**src/selftest_diag_pkg.sv**
```systemverilog
// package: constants for the self-test launch and safety check control block
// assumes: shared by the control block and its test engine sequencer
package selftest_diag_pkg;
  // launch register fields
  localparam int LAUNCH_RUN_BIT = 0;
  localparam int LAUNCH_ENPIN_DIAG_BIT = 1;
  localparam int LAUNCH_RSTDRV_DIAG_BIT = 2;
  localparam int LAUNCH_NVM_DIAG_BIT = 3;
  localparam int LAUNCH_CFG_DIAG_BIT = 4;
  localparam int LAUNCH_SELFTEST_DIAG_BIT = 5;
  localparam logic [7:0] LAUNCH_WRITABLE = 8'h3f;
  localparam logic [7:0] LAUNCH_RESET = 8'h00;
  // check control register fields
  localparam int CHECK_LEAVE_REQ_BIT = 0;
  localparam int CHECK_ESM_EN_BIT = 2;
  localparam int CHECK_ENABLE_PIN_DRIVER_ON_BIT = 3;
  localparam int CHECK_CFG_CRC_EN_BIT = 4;
  localparam logic [7:0] CHECK_WRITABLE = 8'h1d;
  localparam logic [7:0] CHECK_RESET = 8'h00;
  // error status fields (selftest_error_status)
  localparam int STAT_RUN_DONE_BIT = 0;
  localparam int STAT_RUN_ERR_BIT = 1;
  localparam int STAT_DIAG_ERR_BIT = 2;
  localparam int STAT_ENPIN_BIT = 3;
  localparam int STAT_RSTDRV_BIT = 4;
  localparam int STAT_NVM_BIT = 5;
  localparam int STAT_CFG_BIT = 6;
  localparam logic [7:0] STAT_RESET = 8'h00;
  // test durations in cycles (arbitrary engine lengths)
  localparam int RUN_CYCLES = 64;
  localparam int CHECK_CYCLES = 16;
  localparam int CNT_W = 8;
  // device states
  typedef enum logic [2:0] {
    DEV_DIAGNOSTIC = 3'b001,
    DEV_ACTIVE = 3'b010,
    DEV_SAFE = 3'b100
  } dev_state_e;
endpackage : selftest_diag_pkg

```
**src/selftest_engine.sv**
```systemverilog
// test engine: runs one test at a time for a fixed number of cycles
// assumes: a start pulse only arrives while idle
`timescale 1ns/1ps
module selftest_engine
  import selftest_diag_pkg::*;
#(
  parameter int LEN = RUN_CYCLES
) (
  input wire logic clk,
  input wire logic rst_n,
  input wire logic start,
  output logic busy,
  output logic done
);
  logic [CNT_W-1:0] cnt_r;

  // countdown; done is a one-cycle pulse in the cycle after the last busy cycle
  always_ff @(posedge clk or negedge rst_n) begin
    if (!rst_n) begin
      cnt_r <= '0;
      busy <= 1'b0;
      done <= 1'b0;
    end else begin
      done <= 1'b0;
      if (start && !busy) begin
        cnt_r <= CNT_W'(LEN - 1);
        busy <= 1'b1;
      end else if (busy) begin
        if (cnt_r == '0) begin
          busy <= 1'b0;
          done <= 1'b1;
        end else begin
          cnt_r <= cnt_r - 1'b1;
        end
      end
    end
  end
endmodule : selftest_engine

```
**src/selftest_diag_control.sv**
```systemverilog
// self-test launch control, diagnostic checks and safety check control register
// assumes: host register commands arrive decoded as one-cycle write strobes on MCLK
// Function
// - bit 5 starts self-test diagnostic forcing an error, result in D0 and D2
// - bit 4 starts config checksum diagnostic, result D6, self-clears
// - bit 3 starts nvm checksum diagnostic, result D5, self-clears
// - bit 2 checks reset driver monitor mismatch detection, result D4, self-clears
// - bit 1 checks enable pin monitor mismatch detection, result D3, self-clears
// - bit 0 starts self-test run in diagnostic, active or safe, status D0 D1
// - run launched in diagnostic clears leave mask; diagnostic timeout keeps running
// - run in active or safe holds enable pin level until run completes
// - run start bit self-clears when run ends; bits 7..6 read zero
// - check control register resets on power-on and device reset
// - check control writes take effect only while lock is clear
// - check control fields at bits 4,3,2,0 reset zero; others read zero
// - leave request with mask clear moves diagnostic to active
`timescale 1ns/1ps
module selftest_diag_control
  import selftest_diag_pkg::*;
(
  input wire logic MCLK,
  input wire logic RST_N,
  input wire logic DEVICE_RESET,
  input wire logic LAUNCH_WR,
  input wire logic [7:0] LAUNCH_WDATA,
  input wire logic CHECK_WR,
  input wire logic [7:0] CHECK_WDATA,
  input wire logic LOCK,
  input wire logic MASK_SET,
  input wire logic ENTER_SAFE,
  input wire logic SELFTEST_FAIL,
  input wire logic ENABLE_PIN_LEVEL,
  output logic [7:0] LAUNCH_RDATA,
  output logic [7:0] CHECK_RDATA,
  output logic [7:0] STATUS_RDATA,
  output logic DIAG_LEAVE_MASK,
  output logic [2:0] DEV_STATE,
  output logic ENABLE_PIN_HELD,
  output logic ENABLE_PIN_HOLD_LEVEL
);
  logic [7:0] launch_r;
  logic [7:0] check_r;
  logic [7:0] status_r;
  logic mask_r;
  dev_state_e state_r;
  logic hold_r;
  logic hold_lvl_r;
  logic run_busy, run_done, chk_busy, chk_done;
  logic [2:0] cur_r; // which short check is running: bit index 1..5
  logic run_go, chk_go;
  logic [7:0] launch_set;
  logic leave_now;
  logic pin_s1_r, pin_s2_r, pin_s3_r, pin_lvl_r;
  // done is registered after the last busy cycle, so it is sampled one cycle past the run length
  localparam int RUN_DONE_LAT = RUN_CYCLES + 1;

  // enable pin level comes from the pad: three stages, a change counts once stages two and three agree
  always_ff @(posedge MCLK or negedge RST_N) begin
    if (!RST_N) begin
      pin_s1_r <= 1'b0;
      pin_s2_r <= 1'b0;
      pin_s3_r <= 1'b0;
      pin_lvl_r <= 1'b0;
    end else begin
      pin_s1_r <= ENABLE_PIN_LEVEL;
      pin_s2_r <= pin_s1_r;
      pin_s3_r <= pin_s2_r;
      if (pin_s2_r == pin_s3_r) pin_lvl_r <= pin_s3_r; // glitch shorter than two cycles is dropped
    end
  end

  // new starts only on bits written 1 and not already pending
  assign launch_set = (LAUNCH_WR && !LOCK) ? (LAUNCH_WDATA & LAUNCH_WRITABLE) : 8'h00;
  assign run_go = launch_r[LAUNCH_RUN_BIT] && !run_busy && !run_done;
  assign chk_go = (launch_r[5:1] != 5'h00) && !chk_busy && !chk_done;
  assign leave_now = (state_r == DEV_DIAGNOSTIC) && check_r[CHECK_LEAVE_REQ_BIT] && !mask_r;

  selftest_engine #(.LEN(RUN_CYCLES)) u_run (
    .clk(MCLK), .rst_n(RST_N), .start(run_go), .busy(run_busy), .done(run_done)
  );
  selftest_engine #(.LEN(CHECK_CYCLES)) u_chk (
    .clk(MCLK), .rst_n(RST_N), .start(chk_go), .busy(chk_busy), .done(chk_done)
  );

  // pick lowest pending check at launch; one check at a time keeps status unambiguous
  always_ff @(posedge MCLK or negedge RST_N) begin
    if (!RST_N) begin
      cur_r <= 3'h0;
    end else if (chk_go) begin
      if (launch_r[1]) cur_r <= 3'h1;
      else if (launch_r[2]) cur_r <= 3'h2;
      else if (launch_r[3]) cur_r <= 3'h3;
      else if (launch_r[4]) cur_r <= 3'h4;
      else cur_r <= 3'h5;
    end
  end

  // launch register: zeros written are ignored, bits clear when their test ends
  always_ff @(posedge MCLK or negedge RST_N) begin
    if (!RST_N) begin
      launch_r <= LAUNCH_RESET;
    end else if (DEVICE_RESET) begin
      launch_r <= LAUNCH_RESET;
    end else begin
      logic [7:0] nxt;
      nxt = launch_r;
      if (run_done) nxt[LAUNCH_RUN_BIT] = 1'b0;
      if (chk_done) nxt[cur_r] = 1'b0;
      launch_r <= (nxt | launch_set) & LAUNCH_WRITABLE;
    end
  end

  // status: run result in D0/D1, diag run result in D0/D2, checks in D3..D6
  always_ff @(posedge MCLK or negedge RST_N) begin
    if (!RST_N) begin
      status_r <= STAT_RESET;
    end else if (DEVICE_RESET) begin
      status_r <= STAT_RESET;
    end else begin
      if (run_done) begin
        status_r[STAT_RUN_DONE_BIT] <= 1'b1;
        status_r[STAT_RUN_ERR_BIT] <= SELFTEST_FAIL;
      end
      if (chk_done) begin
        unique case (cur_r)
          3'h1: status_r[STAT_ENPIN_BIT] <= 1'b1;
          3'h2: status_r[STAT_RSTDRV_BIT] <= 1'b1;
          3'h3: status_r[STAT_NVM_BIT] <= 1'b1;
          3'h4: status_r[STAT_CFG_BIT] <= 1'b1;
          default: begin
            // forced-error self-test: a working checker must flag the error
            status_r[STAT_RUN_DONE_BIT] <= 1'b1;
            status_r[STAT_DIAG_ERR_BIT] <= 1'b1;
          end
        endcase
      end
    end
  end

  // check control register, lock gated; leave request cleared outside diagnostic
  always_ff @(posedge MCLK or negedge RST_N) begin
    if (!RST_N) begin
      check_r <= CHECK_RESET;
    end else if (DEVICE_RESET) begin
      check_r <= CHECK_RESET;
    end else begin
      logic [7:0] nxt;
      nxt = check_r;
      if (CHECK_WR && !LOCK) nxt = CHECK_WDATA & CHECK_WRITABLE;
      if (state_r != DEV_DIAGNOSTIC || leave_now) nxt[CHECK_LEAVE_REQ_BIT] = 1'b0;
      if (ENTER_SAFE) nxt[CHECK_ENABLE_PIN_DRIVER_ON_BIT] = 1'b0;
      check_r <= nxt;
    end
  end

  // leave mask: cleared when a run starts in diagnostic, host may set it again
  always_ff @(posedge MCLK or negedge RST_N) begin
    if (!RST_N) begin
      mask_r <= 1'b0;
    end else if (DEVICE_RESET) begin
      mask_r <= 1'b0;
    end else if (run_go && state_r == DEV_DIAGNOSTIC) begin
      mask_r <= 1'b0;
    end else if (MASK_SET) begin
      mask_r <= 1'b1;
    end
  end

  // device state; diagnostic timeout lives elsewhere and is not paused by a run
  always_ff @(posedge MCLK or negedge RST_N) begin
    if (!RST_N) begin
      state_r <= DEV_DIAGNOSTIC;
    end else if (DEVICE_RESET) begin
      state_r <= DEV_DIAGNOSTIC;
    end else if (ENTER_SAFE) begin
      state_r <= DEV_SAFE;
    end else if (leave_now) begin
      state_r <= DEV_ACTIVE;
    end
  end

  // enable pin hold across a run in active or safe
  always_ff @(posedge MCLK or negedge RST_N) begin
    if (!RST_N) begin
      hold_r <= 1'b0;
      hold_lvl_r <= 1'b0;
    end else if (run_go && state_r != DEV_DIAGNOSTIC) begin
      hold_r <= 1'b1;
      hold_lvl_r <= pin_lvl_r;
    end else if (run_done) begin
      hold_r <= 1'b0;
    end
  end

  // registered outputs
  always_ff @(posedge MCLK or negedge RST_N) begin
    if (!RST_N) begin
      LAUNCH_RDATA <= 8'h00;
      CHECK_RDATA <= 8'h00;
      STATUS_RDATA <= 8'h00;
      DIAG_LEAVE_MASK <= 1'b0;
      DEV_STATE <= 3'h1;
      ENABLE_PIN_HELD <= 1'b0;
      ENABLE_PIN_HOLD_LEVEL <= 1'b0;
    end else begin
      LAUNCH_RDATA <= launch_r & LAUNCH_WRITABLE;
      CHECK_RDATA <= check_r & CHECK_WRITABLE;
      STATUS_RDATA <= status_r;
      DIAG_LEAVE_MASK <= mask_r;
      DEV_STATE <= state_r;
      ENABLE_PIN_HELD <= hold_r;
      ENABLE_PIN_HOLD_LEVEL <= hold_lvl_r;
    end
  end

  locked_write_a: assert property (@(posedge MCLK) disable iff (!RST_N)
    (CHECK_WR && LOCK && !DEVICE_RESET && !ENTER_SAFE && state_r == DEV_DIAGNOSTIC && !leave_now)
      |=> check_r == $past(check_r)) else $error("locked write changed check register");
  run_clear_a: assert property (@(posedge MCLK) disable iff (!RST_N)
    (run_done && !DEVICE_RESET && !launch_set[0]) |=> !launch_r[LAUNCH_RUN_BIT])
    else $error("run bit not cleared");
  run_length_a: assert property (@(posedge MCLK) disable iff (!RST_N || DEVICE_RESET)
    run_go |-> ##[RUN_DONE_LAT:RUN_DONE_LAT] run_done) else $error("run length wrong");
  mask_clear_a: assert property (@(posedge MCLK) disable iff (!RST_N)
    (run_go && state_r == DEV_DIAGNOSTIC && !DEVICE_RESET) |=> !mask_r) else $error("mask not cleared");
  leave_diag_a: assert property (@(posedge MCLK) disable iff (!RST_N)
    (leave_now && !ENTER_SAFE && !DEVICE_RESET) |=> state_r == DEV_ACTIVE) else $error("no leave to active");
  hold_run_a: assert property (@(posedge MCLK) disable iff (!RST_N)
    hold_r |-> run_busy || run_done) else $error("pin held without run");
  cfg_status_a: assert property (@(posedge MCLK) disable iff (!RST_N)
    (chk_done && cur_r == 3'h4 && !DEVICE_RESET) |=> status_r[STAT_CFG_BIT]) else $error("cfg status missing");
  zero_write_a: assert property (@(posedge MCLK) disable iff (!RST_N)
    (run_busy && !run_done && !DEVICE_RESET) |=> launch_r[LAUNCH_RUN_BIT]) else $error("run aborted");
endmodule : selftest_diag_control

```
**config.mk**
```make
export PLATFORM = sky130hd
export DESIGN_NAME = selftest_diag_control
export DESIGN_NICKNAME = d
export VERILOG_FILES = /design/src/selftest_diag_pkg.sv /design/src/selftest_engine.sv /design/src/selftest_diag_control.sv
export SDC_FILE = /design/constraint.sdc
export NUM_CORES = 1
export LEC_CHECK = 0
export ABC_AREA = 0
export BUFFER_PORTS_ARGS = -buffer_cell sky130_fd_sc_hd__buf_4
export CAP_MARGIN = 20
export CORE_MARGIN = 5
export CORE_UTILIZATION = 40
export DETAILED_ROUTE_END_ITERATION = 12
export GPL_ROUTABILITY_DRIVEN = 0
export GPL_TIMING_DRIVEN = 0
export PLACE_DENSITY_LB_ADDON = 0.2
export RECOVER_POWER = 100
export SETUP_SLACK_MARGIN = 0.1
export SLEW_MARGIN = 40
export SYNTH_ARGS = -nofsm -noshare
export SYNTH_HDL_FRONTEND = slang
export SYNTH_HIERARCHICAL = 1
export SYNTH_SLANG_ARGS = --single-unit
```
**constraint.sdc**
```tcl
create_clock -name MCLK -period 2.2 [get_ports MCLK]
set_clock_uncertainty 0.2 [all_clocks]
set_input_delay 0.11 -clock MCLK [delete_from_list [all_inputs] [get_ports MCLK]]
set_output_delay 0.11 -clock MCLK [all_outputs]
set_load 0.01 [all_outputs]
```
==> run_results.csv <==
group,metric,value,unit
detailed_routing,drt_iter0_drc,53,
yosys,yosys-top-cells-area,"dfrtp_1 (58%), nor2_1 (3.1%), mux2i_1 (2.9%)",
clocking,cts_tree,"built",
yosys,yosys_warnings,6,
yosys,syn_area,3060,µm²
clocking,path_clk_slew,0.08,ns
grt,grt_max_degree,74,
floorplan,rows,32,
final_layout,seq_area,1830,µm²
worst_hold_path,hp-class,"input port to register",
final_layout,layout-drive-gt1-share,0.173,
yosys,synth_top_area_share,0.580,
timing,drv_slew,0,
status,status,"finished, final reports clean",
yosys,synth_top_cell_by_area,"dfrtp_1",
setup_path,cp-end-kind,"register",
yosys,ys_ff_latch,73,
final_layout,area_delta_synth_final,25.6,%
clocking,clock_sinks,73,
pwr,vdd_ir_drop_max,0.377,mV
yosys,synth_compound_area_frac,0.136,
setup_path,timing_worst_setup_path_type,"register to register",
yosys,synth_top_family_by_area,"simple AND/OR/NAND/NOR gates",
yosys,synthCells,259,
yosys,ys_types,63,
clocking,clockRootBuffer,"clkbuf_8",
grt,grt_use_total,0.137,
final_layout,diodes,0,
placed_design,place_area,3530,µm²
clocking,cts_setup_buffers,0,
placed_design,port_buffers,42,
timing,rsz0062_at_grt,"false",
setup_path,critPathRequiredTime,2.22,ns
detailed_routing,ant_nets,0,
floorplan,start_util,0.403,
placed_design,dpl.cell_count,409,
placed_design,preCtsSetupSlack,0.0413,ns
yosys,ys_seq_area_frac,0.597,
setup_path,max_stage_delay,0.50,ns
detailed_routing,num_vias,2189,
floorplan,die_area,9510,µm²
grt,grt_pass1_wl,10.6,mm
final_layout,stdcell_area,3850,µm²
setup_path,critical-path-slowest-cell,"or4b_1",
grt,antenna_found_initial,0,
grt,grt_pass1_vias,2182,
final_layout,n_fill_cell,729,
detailed_routing,firstDrtPassIters,4,
yosys,post_synth.cell_area_avg,11.8,µm²
timing,fin_setup_tns,0,ns
setup_path,start_kind,"register",
clocking,clock_latency,0.33,ns
timing,setup_viol,0,
clocking,clk_path_buf_depth,2,
timing,worst_pin_slew,0.986,ns
setup_path,critical_path.max_fanout,7,
pwr,p_leak,1.73,nW
floorplan,io_pins,56,
final_layout,nets,366,
timing,max_slew_margin,0.343,
clocking,htree_levels,3,
floorplan,dieWidth,97.5,µm
yosys,synth_xor_area_frac,0,
yosys,async_reset_ff_frac,1.00,
pwr,power_density,1050,nW/µm²
job,cap_viol_max_count,0,
setup_path,cp.arrival,2.06,ns
yosys,muxShareOfSynthArea,0.0331,
detailed_routing,drc,0,
timing,period_needed,2.05,ns
timing,finalHoldViolations,0,
timing,whs,0.0705,ns
yosys,synth-simple-area-share,0.156,
timing,fin_crit_sh,0.930,
yosys,synthAdderAreaFrac,0.0196,
timing,max_freq,489,MHz
detailed_routing,via_per_inst,4.94,
detailed_routing,routed_wl,6.09,mm
grt,overflow,0,
floorplan,fp.dieH,97.5,µm
yosys,synthFlopType,"dfrtp_1",
detailed_routing,drt-wirelength-per-cell,13.7,µm
final_layout,fin_cells,443,
timing,setup_ws,0.153,ns
final_layout,multi_input_area,1080,µm²
setup_path,crit_chain,"inv_1 > ha_1 > or4b_1 > o211a_1 > a211o_1",
yosys,synth_edf_count,0,
placed_design,place_hpwl,3.98,mm
floorplan,core_region_area,7610,µm²
clocking,cts_buffers,9,
==> synth_stat cells, drive strengths merged, types with 4 or more instances <==
cell type,count
nand2b,5
o21ai,6
dfrtp,71
o211ai,5
mux2i,9
or4,4
clkbuf,7
a21oi,10
inv,17
nand2,11
nor2,25
nor3,5
nor2b,4
ha,4
buf,10
or4b,4
o31ai,4
==> layout by cell type (no fill, tap or decap), types with 3 or more instances in the layout <==
master,n
nor2_1,25
dlygate4sd3_1,18
ha_1,4
nor3_1,5
inv_1,17
o211ai_1,5
clkbuf_8,9
bufinv_16,3
o31ai_1,4
a21oi_1,8
buf_4,21
o21ai_0,4
or4b_1,3
mux2i_1,9
nand2b_1,5
nand2_1,11
clkbuf_1,34
clkbuf_4,4
nor2b_1,4
a211oi_1,3
dfrtp_1,71
a22oi_1,3
conb_1,7
==> worst max-delay path, delay by kind of cell (launching register included) <==
family,cells,cell delay (ns)
flip-flops,1,0.45
adder cells (fa/ha/maj),1,0.20
buffers and inverters,1,0.13
AND/OR/NAND/NOR,1,0.50
AO/OA/AOI/OAI,2,0.45
==> final timing paths <==
kind | slack (ns) | cells past startpoint | from | endpoint
worst min register to register | 0.16 | 0 | pin_s1_r | pin_s2_r
max in group asynchronous | 0.86 | 2 | RST_N | u_chk/cnt_r[1]
min in group asynchronous | 0.29 | 2 | RST_N | DEV_STATE[1]
worst min-delay path | 0.07 | 4 | LOCK | launch_r[0]
worst max register to register | 0.15 | 5 | u_run/cnt_r[0] | u_run/cnt_r[6]
worst max-delay path | 0.15 | 5 | u_run/cnt_r[0] | u_run/cnt_r[6]
==> flip-flops by register name, summed over array words and instances, names as in the netlist, 3 cells and up <==
name / cells
u_chk/cnt_r: 8
state_r: 3
CHECK_RDATA: 4
check_r: 4
STATUS_RDATA: 7
LAUNCH_RDATA: 6
DEV_STATE: 3
status_r: 7
cur_r: 3
launch_r: 6
u_run/cnt_r: 8
==> stage by stage <==
step	utilization	total power, mW
after floorplan	-	2.53
after global routing	0.506	4.32
after detailed placement	0.464	2.85
after global placement	0.464	2.82
final	0.506	4.04
after CTS	0.520	4.12
==> where the power goes <==
part | switching (mW) | internal [mW]
Clock | 0.484 | 0.755
Combinational | 0.504 | 0.468
Sequential | 0.254 | 1.58
Total | 1.24 | 2.80
==> kinds of logic (layout without fill, tap and decap cells) <==
group / Yosys count / in the layout
AOI/OAI and AO/OA: 55 / 55
adders and majority gates: 5 / 5
buffers and inverters: 34 / 110
DFF: 73 / 73
muxes: 10 / 10
other: 1 / 7
and+or+nand+nor: 81 / 81
==> layout make-up <==
| class | count | share of cell area |
|---|---|---|
| Timing Repair Buffer | 60 | 0.105 |
| Clock buffer | 11 | 0.0341 |
| Sequential cell | 73 | 0.475 |
| Inverter | 17 | 0.0166 |
| Tap cell | 102 | 0.0332 |
| Clock inverter | 5 | 0.0270 |
| Multi-Input combinational cell | 158 | 0.281 |
| Buffer | 17 | 0.0273 |
==> layer usage <==
layer / global-route usage / up-vias / share of wire
li1: - / 1070 / -
met1: 0.191 / 1052 / 0.49
met2: 0.197 / 58 / 0.44
met3: 0.0337 / 9 / 0.051
met4: 0.0671 / 0 / 0.018
met5: 0 / - / 0
==> what timing repair did <==
action                                 4_1_cts  5_1_grt
endpoints found under the hold margin       89        0
gates resized for setup                      2        7
gates cloned                                 0        0
hold buffers                                18        0
setup endpoints to repair                    5        8
Power figures use the tool's default switching activity.
